`config.mk`:
```
export PLATFORM = sky130hd
export DESIGN_NAME = dtc_top
export DESIGN_NICKNAME = d
export VERILOG_FILES = /design/src/shared/dtc_pkg.sv /design/src/logic/dtc_sync.sv /design/src/logic/dtc_prescale.sv /design/src/logic/dtc_top.sv
export SDC_FILE = /design/constraint.sdc
export NUM_CORES = 1
export LEC_CHECK = 0
export BUFFER_PORTS_ARGS = -buffer_cell sky130_fd_sc_hd__buf_2
export CAP_MARGIN = 0
export CORE_MARGIN = 2
export CORE_UTILIZATION = 60
export DETAILED_ROUTE_END_ITERATION = 8
export PLACE_DENSITY_LB_ADDON = 0.2
export SYNTH_ARGS = -nofsm -noshare
export SYNTH_HDL_FRONTEND = slang
export SYNTH_SLANG_ARGS = --single-unit
export TNS_END_PERCENT = 50
```
`constraint.sdc`:
```
create_clock -name CLK -period 3 [get_ports CLK]
set_input_delay 0.3 -clock CLK [delete_from_list [all_inputs] [get_ports CLK]]
set_output_delay 0.3 -clock CLK [all_outputs]
set_load 0.01 [all_outputs]
```
`src/shared/dtc_pkg.sv`:
```
// Shared constants and types for the dual timer control and mode block.
package dtc_pkg;

  localparam logic [7:0] DTC_ADDR_CTRL = 8'h88;
  localparam logic [7:0] DTC_ADDR_MODE = 8'h89;
  localparam logic [7:0] DTC_ADDR_T0L = 8'h8a;
  localparam logic [7:0] DTC_ADDR_T1L = 8'h8b;
  localparam logic [7:0] DTC_ADDR_T0H = 8'h8c;
  localparam logic [7:0] DTC_ADDR_T1H = 8'h8d;

  localparam logic [7:0] DTC_RESET_BYTE = 8'h00;
  localparam logic [7:0] DTC_READ_NONE = 8'h00;

  // Bit positions in the run and interrupt control register.
  localparam int DTC_B_TF1 = 7;
  localparam int DTC_B_TR1 = 6;
  localparam int DTC_B_TF0 = 5;
  localparam int DTC_B_TR0 = 4;
  localparam int DTC_B_IE1 = 3;
  localparam int DTC_B_IT1 = 2;
  localparam int DTC_B_IE0 = 1;
  localparam int DTC_B_IT0 = 0;

  // Bit positions in the mode select register.
  localparam int DTC_B_TIMER1_GATE_ENABLE = 7;
  localparam int DTC_B_CT1 = 6;
  localparam int DTC_B_M1_HI = 5;
  localparam int DTC_B_M1_LO = 4;
  localparam int DTC_B_TIMER0_GATE_ENABLE = 3;
  localparam int DTC_B_CT0 = 2;
  localparam int DTC_B_M0_HI = 1;
  localparam int DTC_B_M0_LO = 0;

  // Low byte bits that take part in the 13-bit mode.
  localparam int DTC_LO13_W = 5;
  localparam int DTC_T13_W = 13;

  // Indices into the synchronised input vector.
  localparam int DTC_SI_IRQ0 = 0;
  localparam int DTC_SI_IRQ1 = 1;
  localparam int DTC_SI_T0PIN = 2;
  localparam int DTC_SI_T1PIN = 3;
  localparam int DTC_SI_EXTCLK = 4;
  localparam int DTC_SYNC_W = 5;

  typedef enum logic [1:0] {
    DTC_MODE_13 = 2'b00,
    DTC_MODE_16 = 2'b01,
    DTC_MODE_8AR = 2'b10,
    DTC_MODE_SPLIT = 2'b11
  } dtc_mode_e;

  typedef enum logic [1:0] {
    DTC_PS_DIV12 = 2'b00,
    DTC_PS_DIV4 = 2'b01,
    DTC_PS_DIV48 = 2'b10,
    DTC_PS_EXT8 = 2'b11
  } dtc_ps_e;

  localparam int DTC_DIV_SYS12 = 12;
  localparam int DTC_DIV_SYS4 = 4;
  localparam int DTC_DIV_SYS48 = 48;
  localparam int DTC_DIV_EXT = 8;

endpackage

```
`src/logic/dtc_sync.sv`:
```
// Two-stage input synchroniser with edge detection on the synchronised level.
`timescale 1ns/10ps
module dtc_sync #(
  parameter int W = 5
) (
  input logic clk,
  input logic rst,
  input logic ce,
  input logic [W-1:0] din,
  output logic [W-1:0] level,
  output logic [W-1:0] rise,
  output logic [W-1:0] fall
);

  typedef struct packed {
    logic [W-1:0] s1;
    logic [W-1:0] s2;
    logic [W-1:0] s3;
  } dtc_sync_s;

  dtc_sync_s st;
  dtc_sync_s next_st;

  initial
  begin
    if (W < 1)
      $error("dtc_sync needs at least one input");
  end

  // The first stage feeds only the second; edges compare stages two and three.
  always_comb
  begin
    next_st = st;
    next_st.s1 = din;
    next_st.s2 = st.s1;
    next_st.s3 = st.s2;
  end

  always_ff @(posedge clk or posedge rst)
  begin
    if (rst)
      st <= '0;
    else if (ce)
      st <= next_st;
  end

  assign level = st.s2;
  assign rise = st.s2 & ~st.s3;
  assign fall = ~st.s2 & st.s3;

endmodule

```
`src/logic/dtc_prescale.sv`:
```
// Timer prescaler giving one-cycle ticks at a divided system clock or external clock rate.
`timescale 1ns/10ps
module dtc_prescale #(
  parameter int CNT_W = 6
) (
  input logic clk,
  input logic rst,
  input logic ce,
  input dtc_pkg::dtc_ps_e sel,
  input logic ext_rise,
  output logic tick
);
  import dtc_pkg::*;

  localparam logic [CNT_W-1:0] LAST12 = CNT_W'(DTC_DIV_SYS12 - 1);
  localparam logic [CNT_W-1:0] LAST4 = CNT_W'(DTC_DIV_SYS4 - 1);
  localparam logic [CNT_W-1:0] LAST48 = CNT_W'(DTC_DIV_SYS48 - 1);
  localparam logic [2:0] LAST_EXT = 3'(DTC_DIV_EXT - 1);

  typedef struct packed {
    logic [CNT_W-1:0] cnt;
    logic [2:0] ext_cnt;
    logic tick;
  } dtc_prescale_s;

  dtc_prescale_s st;
  dtc_prescale_s next_st;
  logic [CNT_W-1:0] last;

  initial
  begin
    if ((1 << CNT_W) < DTC_DIV_SYS48)
      $error("dtc_prescale counter too narrow for the largest divisor");
  end

  always_comb
  begin
    next_st = st;
    last = LAST12;
    next_st.tick = 1'b0;
    if (sel == DTC_PS_DIV4)
      last = LAST4;
    else if (sel == DTC_PS_DIV48)
      last = LAST48;
    // External clock is counted by its synchronised rising edges.
    if (sel == DTC_PS_EXT8)
    begin
      next_st.cnt = '0;
      if (ext_rise)
      begin
        next_st.ext_cnt = st.ext_cnt + 3'h1;
        next_st.tick = (st.ext_cnt == LAST_EXT);
      end
    end
    else if (st.cnt >= last)
    begin
      next_st.cnt = '0;
      next_st.tick = 1'b1;
    end
    else
      next_st.cnt = st.cnt + CNT_W'(1);
  end

  always_ff @(posedge clk or posedge rst)
  begin
    if (rst)
      st <= '0;
    else if (ce)
      st <= next_st;
  end

  assign tick = st.tick;

endmodule

```
`src/logic/dtc_top.sv`:
```
// Run, flag and mode control for two counter/timers and two external interrupt inputs.
`timescale 1ns/10ps
module dtc_top (
  input logic CLK,
  input logic RST,
  input logic CE,
  input logic [7:0] SFR_ADDR,
  input logic SFR_WE,
  input logic [7:0] SFR_WDATA,
  input logic SFR_BIT_WE,
  input logic [2:0] SFR_BIT_POS,
  input logic SFR_BIT_VAL,
  output logic [7:0] SFR_RDATA,
  input logic VEC_TIMER0_ACK,
  input logic VEC_TIMER1_ACK,
  input logic VEC_EXT_IRQ0_ACK,
  input logic VEC_EXT_IRQ1_ACK,
  input logic EXT_IRQ0_INPUT,
  input logic EXT_IRQ1_INPUT,
  input logic EXT_IRQ0_POLARITY,
  input logic EXT_IRQ1_POLARITY,
  input logic TIMER0_COUNT_PIN,
  input logic TIMER1_COUNT_PIN,
  input logic EXT_CLK_PIN,
  input dtc_pkg::dtc_ps_e PRESCALE_SELECT,
  input logic TIMER0_SYSCLK_SELECT,
  input logic TIMER1_SYSCLK_SELECT,
  output logic TIMER0_OVERFLOW_FLAG,
  output logic TIMER1_OVERFLOW_FLAG,
  output logic EXT_IRQ0_FLAG,
  output logic EXT_IRQ1_FLAG,
  output logic TIMER1_OVERFLOW_PULSE
);
  import dtc_pkg::*;

  typedef struct packed {
    logic [7:0] ctrl;
    logic [7:0] mode;
    logic [7:0] t0l;
    logic [7:0] t0h;
    logic [7:0] t1l;
    logic [7:0] t1h;
    logic [7:0] rdata;
    logic t1_ovf_pulse;
  } dtc_top_s;

  dtc_top_s st;
  dtc_top_s next_st;

  logic [DTC_SYNC_W-1:0] pins;
  logic [DTC_SYNC_W-1:0] lvl;
  logic [DTC_SYNC_W-1:0] rise;
  logic [DTC_SYNC_W-1:0] fall;
  logic ps_tick;

  // One counter step: result is overflow, high byte, low byte.
  function automatic logic [16:0] step(
    input dtc_mode_e md,
    input logic [7:0] lo,
    input logic [7:0] hi
  );
    logic [DTC_T13_W-1:0] t13;
    logic [15:0] t16;
    logic ovf;
    logic [7:0] nlo;
    logic [7:0] nhi;
    t13 = {hi, lo[DTC_LO13_W-1:0]};
    t16 = {hi, lo};
    ovf = 1'b0;
    nlo = lo;
    nhi = hi;
    case (md)
      DTC_MODE_13:
      begin
        // Upper low-byte bits are left as last written.
        ovf = &t13;
        t13 = t13 + DTC_T13_W'(1);
        nlo = {lo[7:DTC_LO13_W], t13[DTC_LO13_W-1:0]};
        nhi = t13[DTC_T13_W-1:DTC_LO13_W];
      end
      DTC_MODE_16:
      begin
        ovf = &t16;
        t16 = t16 + 16'h0001;
        nlo = t16[7:0];
        nhi = t16[15:8];
      end
      DTC_MODE_8AR:
      begin
        ovf = &lo;
        nlo = ovf ? hi : lo + 8'h01;
      end
      default:
      begin
        ovf = &lo;
        nlo = lo + 8'h01;
      end
    endcase
    return {ovf, nhi, nlo};
  endfunction

  assign pins = {EXT_CLK_PIN, TIMER1_COUNT_PIN, TIMER0_COUNT_PIN,
                 EXT_IRQ1_INPUT, EXT_IRQ0_INPUT};

  dtc_sync #(
    .W(DTC_SYNC_W)
  ) u_sync (
    .clk(CLK),
    .rst(RST),
    .ce(CE),
    .din(pins),
    .level(lvl),
    .rise(rise),
    .fall(fall)
  );

  dtc_prescale #(
    .CNT_W(6)
  ) u_prescale (
    .clk(CLK),
    .rst(RST),
    .ce(CE),
    .sel(PRESCALE_SELECT),
    .ext_rise(rise[DTC_SI_EXTCLK]),
    .tick(ps_tick)
  );

  always_comb
  begin
    dtc_mode_e mode0;
    dtc_mode_e mode1;
    logic split;
    logic act0;
    logic act1;
    logic edge0;
    logic edge1;
    logic tick0;
    logic tick1;
    logic run0;
    logic run1;
    logic inc0;
    logic inc1;
    logic inc0h;
    logic ovf0;
    logic ovf1;
    logic ovf0h;
    logic set_tf0;
    logic set_tf1;
    logic set_ie0;
    logic set_ie1;
    logic [16:0] r0;
    logic [16:0] r1;
    run1 = 1'b0;
    inc1 = 1'b0;
    next_st = st;
    mode0 = dtc_mode_e'(st.mode[DTC_B_M0_HI:DTC_B_M0_LO]);
    mode1 = dtc_mode_e'(st.mode[DTC_B_M1_HI:DTC_B_M1_LO]);
    split = (mode0 == DTC_MODE_SPLIT);

    // An input is active when its synchronised level matches its polarity.
    act0 = (lvl[DTC_SI_IRQ0] == EXT_IRQ0_POLARITY);
    act1 = (lvl[DTC_SI_IRQ1] == EXT_IRQ1_POLARITY);
    edge0 = EXT_IRQ0_POLARITY ? rise[DTC_SI_IRQ0] : fall[DTC_SI_IRQ0];
    edge1 = EXT_IRQ1_POLARITY ? rise[DTC_SI_IRQ1] : fall[DTC_SI_IRQ1];
    set_ie0 = st.ctrl[DTC_B_IT0] ? edge0 : act0;
    set_ie1 = st.ctrl[DTC_B_IT1] ? edge1 : act1;

    tick0 = TIMER0_SYSCLK_SELECT | ps_tick;
    tick1 = TIMER1_SYSCLK_SELECT | ps_tick;

    // Timer0 counter, also the low counter in split mode.
    run0 = st.ctrl[DTC_B_TR0] & (~st.mode[DTC_B_TIMER0_GATE_ENABLE] | act0);
    inc0 = run0 & (st.mode[DTC_B_CT0] ? fall[DTC_SI_T0PIN] : tick0);
    r0 = step(mode0, st.t0l, st.t0h);
    ovf0 = inc0 & r0[16];
    if (inc0)
    begin
      next_st.t0l = r0[7:0];
      next_st.t0h = r0[15:8];
    end

    // In split mode the timer0 high byte is a plain timer under timer1 run.
    inc0h = split & st.ctrl[DTC_B_TR1] & tick0;
    ovf0h = inc0h & (&st.t0h);
    if (inc0h)
      next_st.t0h = st.t0h + 8'h01;

    // Timer1 loses its run bit and external pin while timer0 is split.
    if (split)
    begin
      run1 = (mode1 != DTC_MODE_SPLIT);
      inc1 = run1 & tick1;
    end
    else
    begin
      run1 = (mode1 != DTC_MODE_SPLIT) & st.ctrl[DTC_B_TR1]
             & (~st.mode[DTC_B_TIMER1_GATE_ENABLE] | act1);
      inc1 = run1 & (st.mode[DTC_B_CT1] ? fall[DTC_SI_T1PIN] : tick1);
    end
    r1 = step(mode1, st.t1l, st.t1h);
    ovf1 = inc1 & r1[16];
    if (inc1)
    begin
      next_st.t1l = r1[7:0];
      next_st.t1h = r1[15:8];
    end
    next_st.t1_ovf_pulse = ovf1;

    set_tf0 = ovf0;
    set_tf1 = split ? ovf0h : ovf1;

    // Vectoring clears first, software writes next, hardware sets last.
    if (VEC_TIMER0_ACK)
      next_st.ctrl[DTC_B_TF0] = 1'b0;
    if (VEC_TIMER1_ACK)
      next_st.ctrl[DTC_B_TF1] = 1'b0;
    if (VEC_EXT_IRQ0_ACK && st.ctrl[DTC_B_IT0])
      next_st.ctrl[DTC_B_IE0] = 1'b0;
    if (VEC_EXT_IRQ1_ACK && st.ctrl[DTC_B_IT1])
      next_st.ctrl[DTC_B_IE1] = 1'b0;

    if (SFR_WE)
    begin
      if (SFR_ADDR == DTC_ADDR_CTRL)
        next_st.ctrl = SFR_WDATA;
      else if (SFR_ADDR == DTC_ADDR_MODE)
        next_st.mode = SFR_WDATA;
      else if (SFR_ADDR == DTC_ADDR_T0L)
        next_st.t0l = SFR_WDATA;
      else if (SFR_ADDR == DTC_ADDR_T1L)
        next_st.t1l = SFR_WDATA;
      else if (SFR_ADDR == DTC_ADDR_T0H)
        next_st.t0h = SFR_WDATA;
      else if (SFR_ADDR == DTC_ADDR_T1H)
        next_st.t1h = SFR_WDATA;
    end
    if (SFR_BIT_WE && SFR_ADDR == DTC_ADDR_CTRL)
      next_st.ctrl[SFR_BIT_POS] = SFR_BIT_VAL;

    if (set_tf0)
      next_st.ctrl[DTC_B_TF0] = 1'b1;
    if (set_tf1)
      next_st.ctrl[DTC_B_TF1] = 1'b1;
    if (set_ie0)
      next_st.ctrl[DTC_B_IE0] = 1'b1;
    if (set_ie1)
      next_st.ctrl[DTC_B_IE1] = 1'b1;

    // Read data follows the address one cycle later.
    if (SFR_ADDR == DTC_ADDR_CTRL)
      next_st.rdata = st.ctrl;
    else if (SFR_ADDR == DTC_ADDR_MODE)
      next_st.rdata = st.mode;
    else if (SFR_ADDR == DTC_ADDR_T0L)
      next_st.rdata = st.t0l;
    else if (SFR_ADDR == DTC_ADDR_T1L)
      next_st.rdata = st.t1l;
    else if (SFR_ADDR == DTC_ADDR_T0H)
      next_st.rdata = st.t0h;
    else if (SFR_ADDR == DTC_ADDR_T1H)
      next_st.rdata = st.t1h;
    else
      next_st.rdata = DTC_READ_NONE;
  end

  always_ff @(posedge CLK or posedge RST)
  begin
    if (RST)
    begin
      st.ctrl <= DTC_RESET_BYTE;
      st.mode <= DTC_RESET_BYTE;
      st.t0l <= DTC_RESET_BYTE;
      st.t0h <= DTC_RESET_BYTE;
      st.t1l <= DTC_RESET_BYTE;
      st.t1h <= DTC_RESET_BYTE;
      st.rdata <= DTC_READ_NONE;
      st.t1_ovf_pulse <= 1'b0;
    end
    else if (CE)
      st <= next_st;
  end

  assign SFR_RDATA = st.rdata;
  assign TIMER0_OVERFLOW_FLAG = st.ctrl[DTC_B_TF0];
  assign TIMER1_OVERFLOW_FLAG = st.ctrl[DTC_B_TF1];
  assign EXT_IRQ0_FLAG = st.ctrl[DTC_B_IE0];
  assign EXT_IRQ1_FLAG = st.ctrl[DTC_B_IE1];
  assign TIMER1_OVERFLOW_PULSE = st.t1_ovf_pulse;

endmodule

```
==> metrics.cfg <==
[run_status]
outcome=finished, final reports clean

[grt]
grt_pass1_wl_um=27400
antenna_found_initial=0
grt_pass1_vias=5134
overflow=0
grtUsageTotal_pct=34.7
grt_max_degree=40

[critical_path]
critical-path-top-delay-family=simple AND/OR/NAND/NOR gates
path_buf_inv=0
critical_path.slowest_cell=nor3_1
endpoint_kind=flip-flop
crit_required_ns=3.24
crit_path_start_kind=flip-flop
slowest_delay_ns=0.51
rr_worst_depth=6
critPathArrivalTime_ns=2.65
worstPathCellList=ha_1 -> and3_1 -> a32oi_1 -> nor3_1 -> o21ai_0 -> a311o_1
worst-path-stages=6
crit_fanout=8
r2r_setup_slack_ns=0.59
worstSetupPathType=flip-flop to flip-flop

[power]
irDropWorstVdd_mv=0.345
power_density_nw_per_um2=474
p_sw_share_pct=35.2
pwr-share-seq_pct=50.4
p_switching_mw=1.02
power.internal_mw=1.88
p_clk_share_pct=25.8
leakagePower_nw=2.56
comb_power_share_pct=23.7

[min_path]
hold_class=primary input to flip-flop
whs_path_depth=2

[placed_design]
postPlaceCellArea_sq_um=5960
hpwl_um=12400
gp_congestion=0.982
port_buffers=52
place_ws_ns=0.554

[logic_synthesis]
synth.cell_area_sq_um=5620
synth_area_leaders=dfrtp_1 37%, mux2_2 4.8%, nand2_1 4.7%, nor2_1 3.9%, a21oi_1 3.9%
synth_area_leader_cell=dfrtp_1
synth_edf_count=0
seq_area_frac_synth_pct=36.5
yosysWarningCount=0
synth_cell_types=71
synth_top_area_share_pct=36.5
ys_ff_latch=82
synth_fp_nets=701
syn_inst=650
syn_area_per_cell_sq_um=8.65
async_reset_ff_share_pct=100
ys.flop_type=dfrtp_1

[final_layout]
drive_gt1_share_pct=18.5
nets=740
most-common-layout-cells=82 x dfrtp_1, 70 x nand2_1, 59 x nor2_1
final_cell_area_sq_um=6140
synthToLayoutAreaGrowth_pct=9.19
diodes=0
layout_commonest_cell=dfrtp_1
fillers=782

[cts]
post_cts_buffers=0
clock_latency_ns=0.36
cts_tree=built
cts_buffer_depth=2
hold_buffers=1
cts_root_buffer=clkbuf_8
clock-sinks=82
cts-buffers-inserted=9
cts_max_level=3
post_cts_resized=0
path_clk_slew_ns=0.10

[sta]
drv_slew=0
tns_ns=0
worst_slew_pin_slew_ns=0.802
whs_ns=0.173
setup_ws_ns=0.588
min_period_ns=2.41
finalCritPeriodShare_pct=80.4
max_freq_mhz=415
rsz0062_at_grt=false
hold_violations=0
setup_violations=0
relSlewSlack_pct=46.1
finalClockSkew_ns=0.0155

[floorplanning]
start_util_pct=61.4
die_area_sq_um=10200
io-pin-count=53
core.rowCount=35
core_sq_um=9150
die_x_um=101
die-height_um=101

[drt]
drtAntennaViolNets=0
route.detailed.drc=0
via_count=5461
via_per_inst=6.79
first_pass_iters=7
drt-total-wl_um=17000
drtIter0Drc=640
wl_per_cell_um=21.2

[flow_run]
cap_viol_max_count=0

## cell usage after synthesis (6+ instances only)
library cell	count
xor2_1	12
ha_1	11
a21oi_1	44
nand3_1	23
inv_1	16
o22ai_1	14
a221o_1	12
clkbuf_1	31
nand2_1	70
xnor2_1	6
nand2b_1	16
dfrtp_1	82
mux2i_1	15
or3_1	6
o21ai_0	36
a22o_1	6
a22oi_1	8
nor4_1	6
nand4_1	8
nor2_1	59
nor3_1	16
buf_4	8
o211ai_1	8
a31oi_1	15
and3_1	6
mux2_2	24
## power groups by stage
stage,sequential (mW),clock (mW),combinational [mW]
floorplan,1.39,0,0.517
global placement,1.47,0,0.648
detailed placement,1.48,0,0.680
CTS,1.46,0.761,0.683
global route,1.48,0.804,0.778
finish,1.47,0.751,0.689
## layout make-up
cell class / instances / area (sq um) / area share, %
multi-input combinational: 508 / 3300 / 53.8
clock inverter: 4 / 27.5 / 0.448
clock buffer: 11 / 141 / 2.30
inverter: 16 / 61.3 / 0.999
sequential: 82 / 2050 / 33.4
timing repair buffer: 72 / 413 / 6.73
tap: 111 / 139 / 2.26
## stage by stage
step                      instances  total power, mW  utilization, %
final                           804             2.91            67.1
after global routing            804             3.07            67.1
after CTS                       804             2.90            67.1
after detailed placement        788             2.16            65.1
after global placement          788             2.12            65.1
after floorplan                 650             1.91               -
## final timing paths
kind | startpoint | endpoint
min | EXT_IRQ0_INPUT | u_sync.next_st[5]$_DFFE_PP0P_
max reg2reg | st[33]$_DFFE_PP0P_ | st[28]$_DFFE_PP0P_
min in group asynchronous | RST | st[43]$_DFFE_PP0P_
max | st[33]$_DFFE_PP0P_ | st[28]$_DFFE_PP0P_
min reg2reg | TIMER1_OVERFLOW_PULSE$_DFFE_PP0P_ | TIMER1_OVERFLOW_PULSE$_DFFE_PP0P_
max in group asynchronous | RST | SFR_RDATA[1]$_DFFE_PP0P_
## kinds of logic (layout without fill, tap and decap cells)
kind of cell,Yosys count,in the layout,share of synthesized area (%)
and+or+nand+nor,243,243,22.2
AOI/OAI and AO/OA,197,197,23.9
DFF,82,82,36.5
buffers and inverters,60,103,4.72
muxes,39,39,7.48
xor gates and xnor gates,18,18,2.80
adders and majority gates,11,11,2.45
## per-layer routing
| layer | up-vias | part of all wire (%) | track usage, % |
|---|---|---|---|
| met1 | 2578 | 42 | 50.5 |
| li1 | 2497 | - | - |
| met3 | 61 | 10 | 6.80 |
| met5 | - | 0 | 0 |
| met2 | 325 | 44 | 51.0 |
| met4 | 0 | 3.7 | 13.5 |
## sequential cells by signal, summed over array words and instances (netlist names)
name and count:
TIMER1_OVERFLOW_FLAG 1, st 44, u_sync.level 5, u_sync.st 5
u_prescale.st 9, TIMER0_OVERFLOW_FLAG 1, EXT_IRQ1_FLAG 1, u_sync.next_st 5
TIMER1_OVERFLOW_PULSE 1, SFR_RDATA 8, u_prescale.tick 1, EXT_IRQ0_FLAG 1
Power figures use the tool's default switching activity.
